## src/rtl/eifp_pkg.sv

```systemverilog
`default_nettype none
package eifp_pkg;
   localparam int POS_W           = 32;
   localparam int SPD_W           = 16;
   localparam int LSEL_W          = 2;
   localparam int CYC_NS          = 1000;
   localparam int CLK_NS          = 10;
   localparam int CYC_CLKS        = CYC_NS / CLK_NS;
   localparam int DIV_W           = 16;
   localparam logic [POS_W-1:0] POS_RST = 32'h0000_0000;

   typedef struct packed {
      logic                    feed_cmd;
      logic                    cancel;
      logic                    latch_request_first;
      logic [LSEL_W-1:0]       latch_signal_select_first;
      logic signed [SPD_W-1:0] speed;
   } eifp_cmd_t;

   typedef struct packed {
      logic                    latch_complete_first;
      logic                    motion_output_done_flag;
      logic                    cancel_done;
      logic                    busy;
   } eifp_stat_t;
endpackage
`default_nettype wire

```

## src/rtl/eifp_tick.sv

```systemverilog
`default_nettype none
module eifp_tick #(
   parameter int DIV   = 100,
   parameter int DIV_W = 16
) (
   // Clock and reset
   input  wire logic mclk,
   input  wire logic sys_rst,
   // Cycle strobe
   output logic      tick
);
   logic [DIV_W-1:0] cnt_q, cnt_d;
   logic             tick_d;

   always_comb begin
      tick_d = (cnt_q == DIV_W'(DIV - 1));
      cnt_d  = tick_d ? '0 : cnt_q + 1'b1;
   end

   always_ff @(posedge mclk) begin
      if (sys_rst) begin
         cnt_q <= '0;
         tick  <= 1'b0;
      end else begin
         cnt_q <= cnt_d;
         tick  <= tick_d;
      end
   end
endmodule
`default_nettype wire

```

## src/rtl/eifp_feed.sv

```systemverilog
// How it works
// - On the feed command the axis moves at the commanded speed.
// - Feeding starts together with waiting for the external positioning signal.
// - Positioning signal latches current position and sets latch complete.
// - Target equals latched position plus configured travel distance.
// - Done flag set once reference output reaches the target.
// - Cancel bit from master stops the feed.
// - Positive travel distance moves positive after latch, either prior direction.
// - Negative travel distance moves negative after latch, either prior direction.
`default_nettype none
module eifp_feed
   import eifp_pkg::*;
#(
   parameter int CYC_DIV = CYC_CLKS
) (
   // Clock and reset
   input  wire logic                    mclk,
   input  wire logic                    sys_rst,
   // Command from the network, on mclk
   input  wire eifp_pkg::eifp_cmd_t     cmd,
   input  wire logic signed [eifp_pkg::POS_W-1:0] travel_dist,
   // External positioning signals (pins)
   input  wire logic [3:0]              ext_sig,
   // Status and reference position
   output var eifp_pkg::eifp_stat_t     stat,
   output var logic signed [eifp_pkg::POS_W-1:0] ref_pos,
   output var logic signed [eifp_pkg::POS_W-1:0] latched_pos
);
   import eifp_pkg::*;

   typedef enum logic [1:0] {EIFP_IDLE, EIFP_FEED, EIFP_POSN} eifp_st_t;

   logic                    tick;
   logic [3:0]              sync1_q, sync2_q, sig_prev_q;
   eifp_st_t                st_q, st_d;
   logic signed [POS_W-1:0] pos_q, pos_d, tgt_q, tgt_d, lat_q, lat_d;
   logic signed [SPD_W-1:0] spd_q, spd_d;
   logic [LSEL_W-1:0]       sel_q, sel_d;
   eifp_stat_t              stat_q, stat_d;
   logic                    edge_hit;
   logic signed [POS_W-1:0] diff, step;

   eifp_tick #(.DIV(CYC_DIV), .DIV_W(DIV_W)) u_tick (
      .mclk    (mclk),
      .sys_rst (sys_rst),
      .tick    (tick)
   );

   // Pins are asynchronous: two flops before edge detection
   always_ff @(posedge mclk) begin
      if (sys_rst) begin
         sync1_q    <= '0;
         sync2_q    <= '0;
         sig_prev_q <= '0;
      end else begin
         sync1_q    <= ext_sig;
         sync2_q    <= sync1_q;
         sig_prev_q <= sync2_q;
      end
   end

   always_comb begin
      edge_hit = sync2_q[sel_q] & ~sig_prev_q[sel_q];
      st_d     = st_q;
      pos_d    = pos_q;
      tgt_d    = tgt_q;
      lat_d    = lat_q;
      spd_d    = spd_q;
      sel_d    = sel_q;
      stat_d   = stat_q;
      stat_d.cancel_done = 1'b0;
      diff     = tgt_q - pos_q;
      // Step is |speed| per cycle, sign from remaining distance
      step     = POS_W'(spd_q < 0 ? -spd_q : spd_q);
      if (cmd.cancel && st_q != EIFP_IDLE) begin
         st_d               = EIFP_IDLE;
         stat_d.busy        = 1'b0;
         stat_d.cancel_done = 1'b1;
      end else if (cmd.feed_cmd && cmd.latch_request_first && st_q == EIFP_IDLE) begin
         st_d        = EIFP_FEED;
         spd_d       = cmd.speed;
         sel_d       = cmd.latch_signal_select_first;
         stat_d.latch_complete_first    = 1'b0;
         stat_d.motion_output_done_flag = 1'b0;
         stat_d.busy = 1'b1;
      end else begin
         case (st_q)
            EIFP_FEED: begin
               if (edge_hit) begin
                  lat_d = pos_q;
                  stat_d.latch_complete_first = 1'b1;
                  tgt_d = pos_q + travel_dist;
                  st_d  = EIFP_POSN;
               end else if (tick) begin
                  pos_d = pos_q + POS_W'(spd_q);
               end
            end
            EIFP_POSN: begin
               if (diff == 0) begin
                  stat_d.motion_output_done_flag = 1'b1;
                  stat_d.busy = 1'b0;
                  st_d        = EIFP_IDLE;
               end else if (tick) begin
                  // Clamp last step so the reference never overshoots
                  if (diff > 0)
                     pos_d = (diff < step) ? tgt_q : pos_q + step;
                  else
                     pos_d = (-diff < step) ? tgt_q : pos_q - step;
               end
            end
            default: st_d = EIFP_IDLE;
         endcase
      end
   end

   always_ff @(posedge mclk) begin
      if (sys_rst) begin
         st_q   <= EIFP_IDLE;
         pos_q  <= POS_RST;
         tgt_q  <= POS_RST;
         lat_q  <= POS_RST;
         spd_q  <= '0;
         sel_q  <= '0;
         stat_q <= '0;
      end else begin
         st_q   <= st_d;
         pos_q  <= pos_d;
         tgt_q  <= tgt_d;
         lat_q  <= lat_d;
         spd_q  <= spd_d;
         sel_q  <= sel_d;
         stat_q <= stat_d;
      end
   end

   always_comb begin
      stat        = stat_q;
      ref_pos     = pos_q;
      latched_pos = lat_q;
   end
endmodule
`default_nettype wire

```

## config.mk

```make
export PLATFORM = sky130hd
export DESIGN_NAME = eifp_feed
export DESIGN_NICKNAME = d
export VERILOG_FILES = /design/src/rtl/eifp_pkg.sv /design/src/rtl/eifp_tick.sv /design/src/rtl/eifp_feed.sv
export SDC_FILE = /design/constraint.sdc
export NUM_CORES = 1
export LEC_CHECK = 0
export BUFFER_PORTS_ARGS = -buffer_cell sky130_fd_sc_hd__buf_2
export CAP_MARGIN = 20
export CORE_MARGIN = 5
export CORE_UTILIZATION = 51
export DETAILED_ROUTE_END_ITERATION = 12
export PLACE_DENSITY = 0.73
export SYNTH_ARGS = -nofsm -noshare
export SYNTH_HDL_FRONTEND = slang
export SYNTH_HIERARCHICAL = 1
export SYNTH_SLANG_ARGS = --single-unit
```

## constraint.sdc

```tcl
create_clock -name mclk -period 9.09 [get_ports mclk]
set_clock_uncertainty 0.05 [all_clocks]
set_input_delay 0.909 -clock mclk [delete_from_list [all_inputs] [get_ports mclk]]
set_output_delay 0.909 -clock mclk [all_outputs]
set_load 0.03 [all_outputs]
```

======== Word level (Yosys, flattened, before mapping) ========
Cells that the tools add are included.
storage, ports and cells
  register bits ........................... 149
  latch bits .............................. 0
  bits in writable memories ............... 0
  bits in read-only memories .............. 0
  input port bits ......................... 59
  logic and storage cells ................. 92
  memories kept ........................... 0
operators by class
  add/sub/neg operators ................... 8
  $mul .................................... 0
  divide/modulo/power cells ............... 0
  order comparisons ....................... 5
  equal/unequal tests ..................... 11
  shift-type cells ........................ 0
  muxes and demuxes ....................... 26
  bitwise gates (word level) .............. 4
  reduce and logical (&&, ||, !) cells .... 22
operators with widths
  cell                     number
  $mux W32                 8
  $add A32 B32 Y32         2
  $lt A32 B32 Y1           2
  $pmux W32 S2             1
  $sub A32 B32 Y32         2
  $add A32 B16 Y32         1
  $gt A32 B1 Y1 const B    1
  $logic_not A32 Y1        1
  $neg A16 Y32             1
  $neg A32 Y32             1
  $add A16 B1 Y16 const B  1
  $eq A16 B7 Y1 const B    1
  $lt A16 B1 Y1 const B    1
  $reduce_bool A2 Y1       6
  $mux W1                  11
  $ne A2 B2 Y1 const B     4
  $reduce_and A2 Y1        4
  $reduce_and A7 Y1        1
  $mux W2                  3
  $ne A3 B3 Y1 const B     2
  $reduce_and A3 Y1        2
  $bmux W1 S2              2
  $ne A2 B1 Y1 const B     2
  $pmux W2 S2              1
  10 further kinds         15

======== Longest topological paths before layout ========
Gate-level depths: netlist of the first run.
  word-level depth ........................ 8
  gate-level depth with buffers ........... 30
  depth with buffers taken out ............ 28

======== Modules after synthesis ========
The synthesis of the first run kept the hierarchy.
modules (own cells, without submodules)
  module     instances  cells an instance  area each (sq um)  sequential area each (sq um)
  eifp_feed  1          2109               15534.9            2642.5
  eifp_tick  1          79                 738.2              340.3

======== Least setup slack after synthesis of the first run ========
OpenSTA, ideal clock, no wires.
  path kind ............................... flip-flop to flip-flop
  start ................................... register pos_q[1] (netlist: ref_pos[1])
  end ..................................... register pos_q[19] (netlist: ref_pos[19])
  setup time .............................. 134 ps
  arrival ................................. 6946 ps
  required time ........................... 8906 ps
  slack ................................... 1960 ps
  cell stages (with the launch flop) ...... 26
  buffers on the path ..................... 3
  path through ............................ dfxtp_1 inv_1 fa_1 a211oi_2 o21ai_1 a21oi_2 a221oi_2 or3_1 a2111o_1 or4b_1 buf_2 nor4b_2 nor4b_1 xnor2_1 ha_1 nand4_1 nor4_1 o2111ai_1 o21ai_0 mux2i_1 nand2b_1 clkbuf_1 buf_2 nor3_1 a211oi_1 a211oi_1
between the ends
  word-level cells in the longest chain between the ends .. 8
  elaborated cells on any way between the ends .. 19
  classes of those cells .................. add/sub (5); order compare (3); eq/ne (1); mux (8); reduce/logical (2)
ends and longest elaborated chain
  item                      line              RTL
  start: declaration        eifp_feed.sv:36   logic signed [POS_W-1:0] pos_q, pos_d, tgt_q, tgt_d, lat_q, lat_d;
  start signal: assignment  eifp_feed.sv:127  pos_q <= pos_d;
  $sub A32 B32 Y32          eifp_feed.sv:72   diff = tgt_q - pos_q;
  $neg A32 Y32              eifp_feed.sv:108  pos_d = (-diff < step) ? tgt_q : pos_q - step;
  $lt A32 B32 Y1            eifp_feed.sv:108
  $mux W32                  eifp_feed.sv:108
  $mux W32                  eifp_feed.sv:105  if (diff > 0)
  $mux W32                  eifp_feed.sv:103  end else if (tick) begin
  $mux W32                  eifp_feed.sv:99   if (diff == 0) begin
  $pmux W32 S2              eifp_feed.sv:87   case (st_q)
Several ways; a longest one is shown, not always the timed one. The select of a mux whose other input is x is not followed.
A chain may end at the register's enable or synchronous reset.

======== Worst setup path after layout of the first run ========
  start ................................... register pos_q[1] (netlist: ref_pos[1])
  end ..................................... register pos_q[22] (netlist: ref_pos[22])
Same word-level chain as after synthesis.

==> flow_metrics.tcl, run 1 <==
set metrics [dict create \
    initial_core_util_pct 51.57 \
    start_kind "flip-flop" \
    drive_above_1_share_pct 9.705 \
    fmaxAchievable_mhz 119.0 \
    critPathKind "reg -> reg" \
    insertedDiodeCount 0 \
    hp-class "reg -> reg" \
    required_ns 9.32 \
    synth_cells 2188 \
    viasPerCell 6.052 \
    netlist.area_leader.share_pct 18.33 \
    end_kind "flip-flop" \
    setup_ws_ns 0.6876 \
    die_w_um 188.6 \
    p_clk_share_pct 30.7 \
    leakagePower_nw 8.204 \
    cts_resized 0 \
    post-synth-top-area-cell "dfxtp_1" \
    ys.flop_type "dfxtp_1" \
    final.fill_count 2967 \
    vdd.ir_drop.worst_uv 148.0 \
    setup_violations 0 \
    cts_made_buffers 17 \
    powerDensity_nw_per_um2 132.2 \
    finalInstanceArea_um2 18070 \
    synth_seq_cells 149 \
    swShare_pct 39.01 \
    first_iter_violations 1272 \
    grt_max_degree 82 \
    post_cts_buffers 0 \
    synth_edf_count 0 \
    first_pass_iters 6 \
    clk_path_buf_depth 2 \
    cts-root-buf "clkbuf_16" \
    grt.total_usage_pct 27.60 \
    yosysWarnings 6 \
    max_slew_margin_pct 34.09 \
    preCtsSetupSlack_ns 0.8957 \
    clk_latency_ns 0.44 \
    clk_pin_slew_ns 0.07 \
    p_comb_share_pct 41.1 \
    routed_wl_um 50290 \
    dpl_cell_area_um2 17470 \
    maxCapViolations 0 \
    p_int_w 0.001457 \
    syn_to_final_growth_pct 11.06 \
    wl_per_cell_um 18.35 \
    synth_seq_area_share_pct 18.33 \
    finalCritPeriodShare_pct 92.44 \
    yosys-top-cells-area "dfxtp_1 18%, ha_1 17%, a21oi_1 6.8%" \
    finalCriticalPeriod_ns 8.402 \
    worst-path-max-fanout 18 \
    finalHoldViolCount 0 \
    die_area_um2 35580 \
    rows 65 \
    clock-sinks 149 \
    setup_tns_ns 0 \
    synth_area_per_cell_um2 7.437 \
    grt_pass1_wl_um 81680 \
    hold_depth 1 \
    cts_tree "yes" \
    dp_hpwl_um 40120 \
    h-tree-depth 4 \
    io-pin-count 127 \
    overflow 0 \
    antenna_found_initial 0 \
    async_flop_share_pct 0 \
    max_slew.worst_pin.slew_ns 0.9637 \
    synth_area_um2 16270 \
    arrival_ns 8.63 \
    coreArea_um2 31560 \
    io_buffers 126 \
    gp_congestion 0.9816 \
    rsz0062_at_grt "false" \
    synthDistinctLibCells 91 \
    synthTopCellsByCount "251 x nand2_1, 222 x a21oi_1, 218 x ha_1" \
    die_y_um 188.6 \
    final_nets 2608 \
    ff2ff_path_depth 22 \
    cts_hold_buf 0 \
    seqPwrFrac_pct 28.1 \
    yosysMostFrequentCell "nand2_1" \
    final_max_slew_viol_count 0 \
    grt_pass1_vias 16000 \
    status "complete, no violations" \
    ant_nets 0 \
    vias 16590 \
    switchingPower_w 0.0009321 \
    drc_errors 0 \
]
==> logic make-up (layout without fill, tap and decap cells) <==
group,count (synthesis),after routing,synth area share [%]
XOR/XNOR,148,148,7.966
AO/OA/AOI/OAI,709,709,29.08
flip-flops,149,149,18.33
adder cells (fa/ha/maj),223,223,17.38
AND/OR/NAND/NOR,742,742,21.70
buffers and inverters,206,298,4.952
other,2,61,0.04615
multiplexers,9,9,0.5536
==> layout by cell type (no fill, tap or decap), drive strengths merged, types with 16 or more instances in the layout <==
cell type  count
conb          61
a211oi        33
o211ai        25
o21bai        26
xnor2         97
nor3          47
o21a          21
nand3         41
a21o          72
nand4         20
nand2b        28
a311oi        16
xor2          51
and3          23
inv          122
dfxtp        149
a21oi        225
nor2         196
o21ai        114
buf          150
nor2b         34
nand2        251
clkbuf        19
ha           218
a31oi         24
==> power groups by stage <==
stage                     logic [W]  clock network [W]  registers (W)
final                      0.000983           0.000734       0.000673
after floorplan            0.000711                  0       0.000685
after CTS                  0.000970           0.000749       0.000672
after global placement     0.000948                  0       0.000687
after detailed placement   0.000964                  0       0.000687
after global routing        0.00108           0.000773       0.000673
==> critical path, stage by stage (launching register included) <==
cell,delay [ns]
dfxtp_1,0.58
inv_1,0.27
fa_1,0.53
a211oi_2,0.32
o21ai_1,0.16
a21oi_2,0.36
a221oi_2,0.15
or3_1,0.39
a2111o_1,0.40
or4b_1,0.70
nor4b_2,0.67
nor4b_1,0.37
xnor2_1,0.11
ha_1,0.31
nand4_1,0.13
nor4_1,0.38
o2111ai_1,0.15
o21ai_0,0.22
mux2i_1,0.52
nand2b_1,0.77
o221ai_1,0.25
a221oi_1,0.35
nor3_1,0.09
==> worst paths after layout <==
kind | from | slack (ns) | end
setup / recovery | ref_pos[1] | 0.69 | ref_pos[22]
hold / removal | sync1_q[1] | 0.39 | sync2_q[1]
setup reg to reg | ref_pos[1] | 0.69 | ref_pos[22]
hold reg to reg | sync1_q[1] | 0.39 | sync2_q[1]
==> final cells by class <==
class                      instances  area (µm²)  share of cell area (%)
clock buffer                      19       442.9                   2.451
clock inverter                    13       161.4                  0.8930
inverter                         116       435.4                   2.409
multi-input combinational       1892       12730                   70.46
sequential                       149        2983                   16.50
tap                              402       503.0                   2.783
timing repair buffer             150       813.3                   4.500
==> per-stage QoR <==
stage                     hold WS, ns  power, W  utilization, %  cells
after floorplan                0.3613  0.001395               -   2247
after global placement         0.3731  0.001634           55.36   2709
after detailed placement       0.3791  0.001651           55.36   2709
after CTS                      0.3988  0.002391           57.28   2741
after global routing           0.4126  0.002528           57.28   2741
final                          0.3939  0.002389           57.28   2741
==> flip-flops by register name, summed over array words and instances, names as in the netlist <==
signal        cells
latched_pos      32
ref_pos          32
tgt_q            32
spd_q            16
u_tick/cnt_q     16
sig_prev_q        4
stat              4
sync1_q           4
sync2_q           4
sel_q             2
st_q              2
u_tick/tick       1
==> routing by layer <==
metal / up-vias / track usage (%) / part of all wire (%)
li1: 8185 / - / -
met1: 7724 / 39.02 / 46
met2: 600 / 43.17 / 43
met3: 80 / 4.817 / 8.0
met4: 0 / 8.100 / 2.4
met5: - / 0 / 0
Note: power is estimated with default switching activity, not from simulation.
==> inputs of run 2 (changes only) <==
--- a/config.mk
+++ b/config.mk
@@ -7,6 +7,7 @@
 export LEC_CHECK = 0
 export BUFFER_PORTS_ARGS = -buffer_cell sky130_fd_sc_hd__buf_2
 export CAP_MARGIN = 20
+export CORE_ASPECT_RATIO = 1.25
 export CORE_MARGIN = 5
 export CORE_UTILIZATION = 51
 export DETAILED_ROUTE_END_ITERATION = 12
==> run 2 against run 1 <==
Against the previous run:
- sequential share of layout area about the same
- die area about the same
- flip-flop and latch count unchanged
- non-clock buffer count down 6
- cell count up 0.15%
- hold slack worse by 0.0077 ns
- largest power group unchanged
==> flow_metrics.tcl, run 2 (synthesized netlist as in run 1, its figures left out) <==
set metrics [dict create \
    multi_input_area_um2 12740 \
    post_cts_buffers 0 \
    finalCritPeriodShare_pct 90.66 \
    crit_path_top_delay_cell "nor4_1" \
    die_area_um2 35600 \
    viasPerCell 6.035 \
    wl_met2_um 22750 \
    initial_core_util_pct 51.34 \
    hp-class "reg -> reg" \
    drc_errors 0 \
    status "complete, no violations" \
    grt_max_degree 84 \
    arrival_ns 8.53 \
    first_pass_iters 5 \
    maxCapViolations 0 \
    r2r_start "ref_pos[1]" \
    die_w_um 169.8 \
    vdd.ir_drop.worst_uv 173.6 \
    cts_resized 0 \
    gp_congestion 0.9712 \
    wl_met1_um 20660 \
    grt.total_usage_pct 26.63 \
    setup_violations 0 \
    start_kind "flip-flop" \
    dp_hpwl_um 38760 \
    clk_path_buf_depth 2 \
    rows 73 \
    io_buffers 126 \
    cts_tree "yes" \
    clk_pin_slew_ns 0.07 \
    critPathKind "reg -> reg" \
    max_slew.worst_pin.slew_ns 1.186 \
    cpPeakStageDelay_ns 0.59 \
    drive_above_1_share_pct 9.559 \
    final.fill_count 2935 \
    ff2ff_path_depth 27 \
    topRoutingLayerUsed "met4" \
    ant_nets 0 \
    seq_area_um2 2983 \
    max_slew_margin_pct 18.86 \
    cts_hold_buf 0 \
    overflow 0 \
    hold_depth 1 \
    final_cell_mix "251 x nand2_1, 221 x a21oi_1, 218 x ha_1" \
    regToRegEndpoint "ref_pos[20]" \
    clk_latency_ns 0.44 \
    antenna_found_initial 0 \
    finalCriticalPeriod_ns 8.241 \
    wl_met3_um 3673 \
    end_kind "flip-flop" \
    vias 16570 \
    syn_to_final_growth_pct 11.05 \
    die_y_um 209.7 \
    rsz0062_at_grt "false" \
    final_max_slew_viol_count 0 \
    mostFrequentLayoutCell "nand2_1" \
    io-pin-count 127 \
    wl_per_cell_um 17.73 \
    setup_tns_ns 0 \
    worstHoldStart "sync1_q[3]" \
    required_ns 9.38 \
    powerDensity_nw_per_um2 133.4 \
    rrSetupSlack_ns 0.85 \
    first_iter_violations 1381 \
    whs_endpoint "sync2_q[3]" \
    worst-path-max-fanout 21 \
    coreArea_um2 31690 \
    leakagePower_nw 8.187 \
    h-tree-depth 4 \
    total_power_w 0.002411 \
    routed_wl_um 48660 \
    finalHoldViolCount 0 \
    final_nets 2602 \
    cts_made_buffers 17 \
    insertedDiodeCount 0 \
    cts-root-buf "clkbuf_16" \
    grt_pass1_vias 16030 \
    grt_pass1_wl_um 78760 \
    fmaxAchievable_mhz 121.3 \
    clock-sinks 149 \
]
run 2: cell count changes in the layout (fill, tap and decap cells not counted):
| cell | delta |
|---|---|
| clkbuf_8 | +2 |
| clkinv_2 | +1 |
| nand2b_1 | -1 |
| buf_4 | -6 |
| inv_8 | -2 |
| bufinv_16 | +1 |
| clkinv_4 | -1 |
| clkbuf_1 | -1 |
| nand2b_2 | +1 |
run 2: how the worst max path moves through the flow:
stage | from | endpoint | slack (ns) | depth (start not counted)
finish | ref_pos[1] | ref_pos[20] | 0.85 | 27
global route | ref_pos[1] | ref_pos[15] | 0.003 | 27
CTS | ref_pos[1] | ref_pos[22] | 0.74 | 26
detailed placement | ref_pos[1] | ref_pos[22] | 0.78 | 26
global placement | ref_pos[1] | ref_pos[22] | 1.17 | 23
floorplan | ref_pos[1] | ref_pos[19] | 1.96 | 25
run 2: metal layers:
layer  track usage (%)  vias to the layer above
met5                 0                        -
met4             10.02                        0
met3             4.314                       98
met2             44.43                      575
met1             34.43                     7692
li1                  -                     8202
run 2: layout make-up:
type / instances / area share [%]
multi-input cells: 1892 / 70.48
flip-flops and latches: 149 / 16.51
repair buffers: 144 / 4.251
well taps: 412 / 2.853
clock buffers: 20 / 2.583
inverters: 116 / 2.409
clock inverters: 12 / 0.9139
run 2: metrics by stage:
| stage | hold WS [ns] | worst slack (ns) | utilization (%) | instance area, µm² | instances |
|---|---|---|---|---|---|
| after global routing | 0.4081 | 0.002739 | 57.02 | 18070 | 2745 |
| after global placement | 0.3670 | 1.166 | 55.02 | 17440 | 2713 |
| after detailed placement | 0.3797 | 0.7834 | 55.02 | 17440 | 2713 |
| final | 0.3862 | 0.8491 | 57.02 | 18070 | 2745 |
| after floorplan | 0.3613 | 1.960 | - | 16490 | 2247 |
| after CTS | 0.3921 | 0.7428 | 57.01 | 18070 | 2745 |
run 2: worst max-delay path, delay by kind of cell, from the launching register on:
| family | cells | cell delay [ns] |
|---|---|---|
| buffers and inverters | 3 | 0.76 |
| and+or+nand+nor | 9 | 2.79 |
| xor gates and xnor gates | 1 | 0.16 |
| adders and majority gates | 2 | 0.80 |
| AOI/OAI and AO/OA | 11 | 2.76 |
| muxes | 1 | 0.20 |
| DFF | 1 | 0.58 |
run 2: power breakdown:
part           switching [W]  total (W)  internal, W
Clock               0.000299   0.000757     0.000459
Sequential        0.00000977   0.000672     0.000662
Combinational       0.000610   0.000982     0.000372
Total               0.000919    0.00241      0.00149
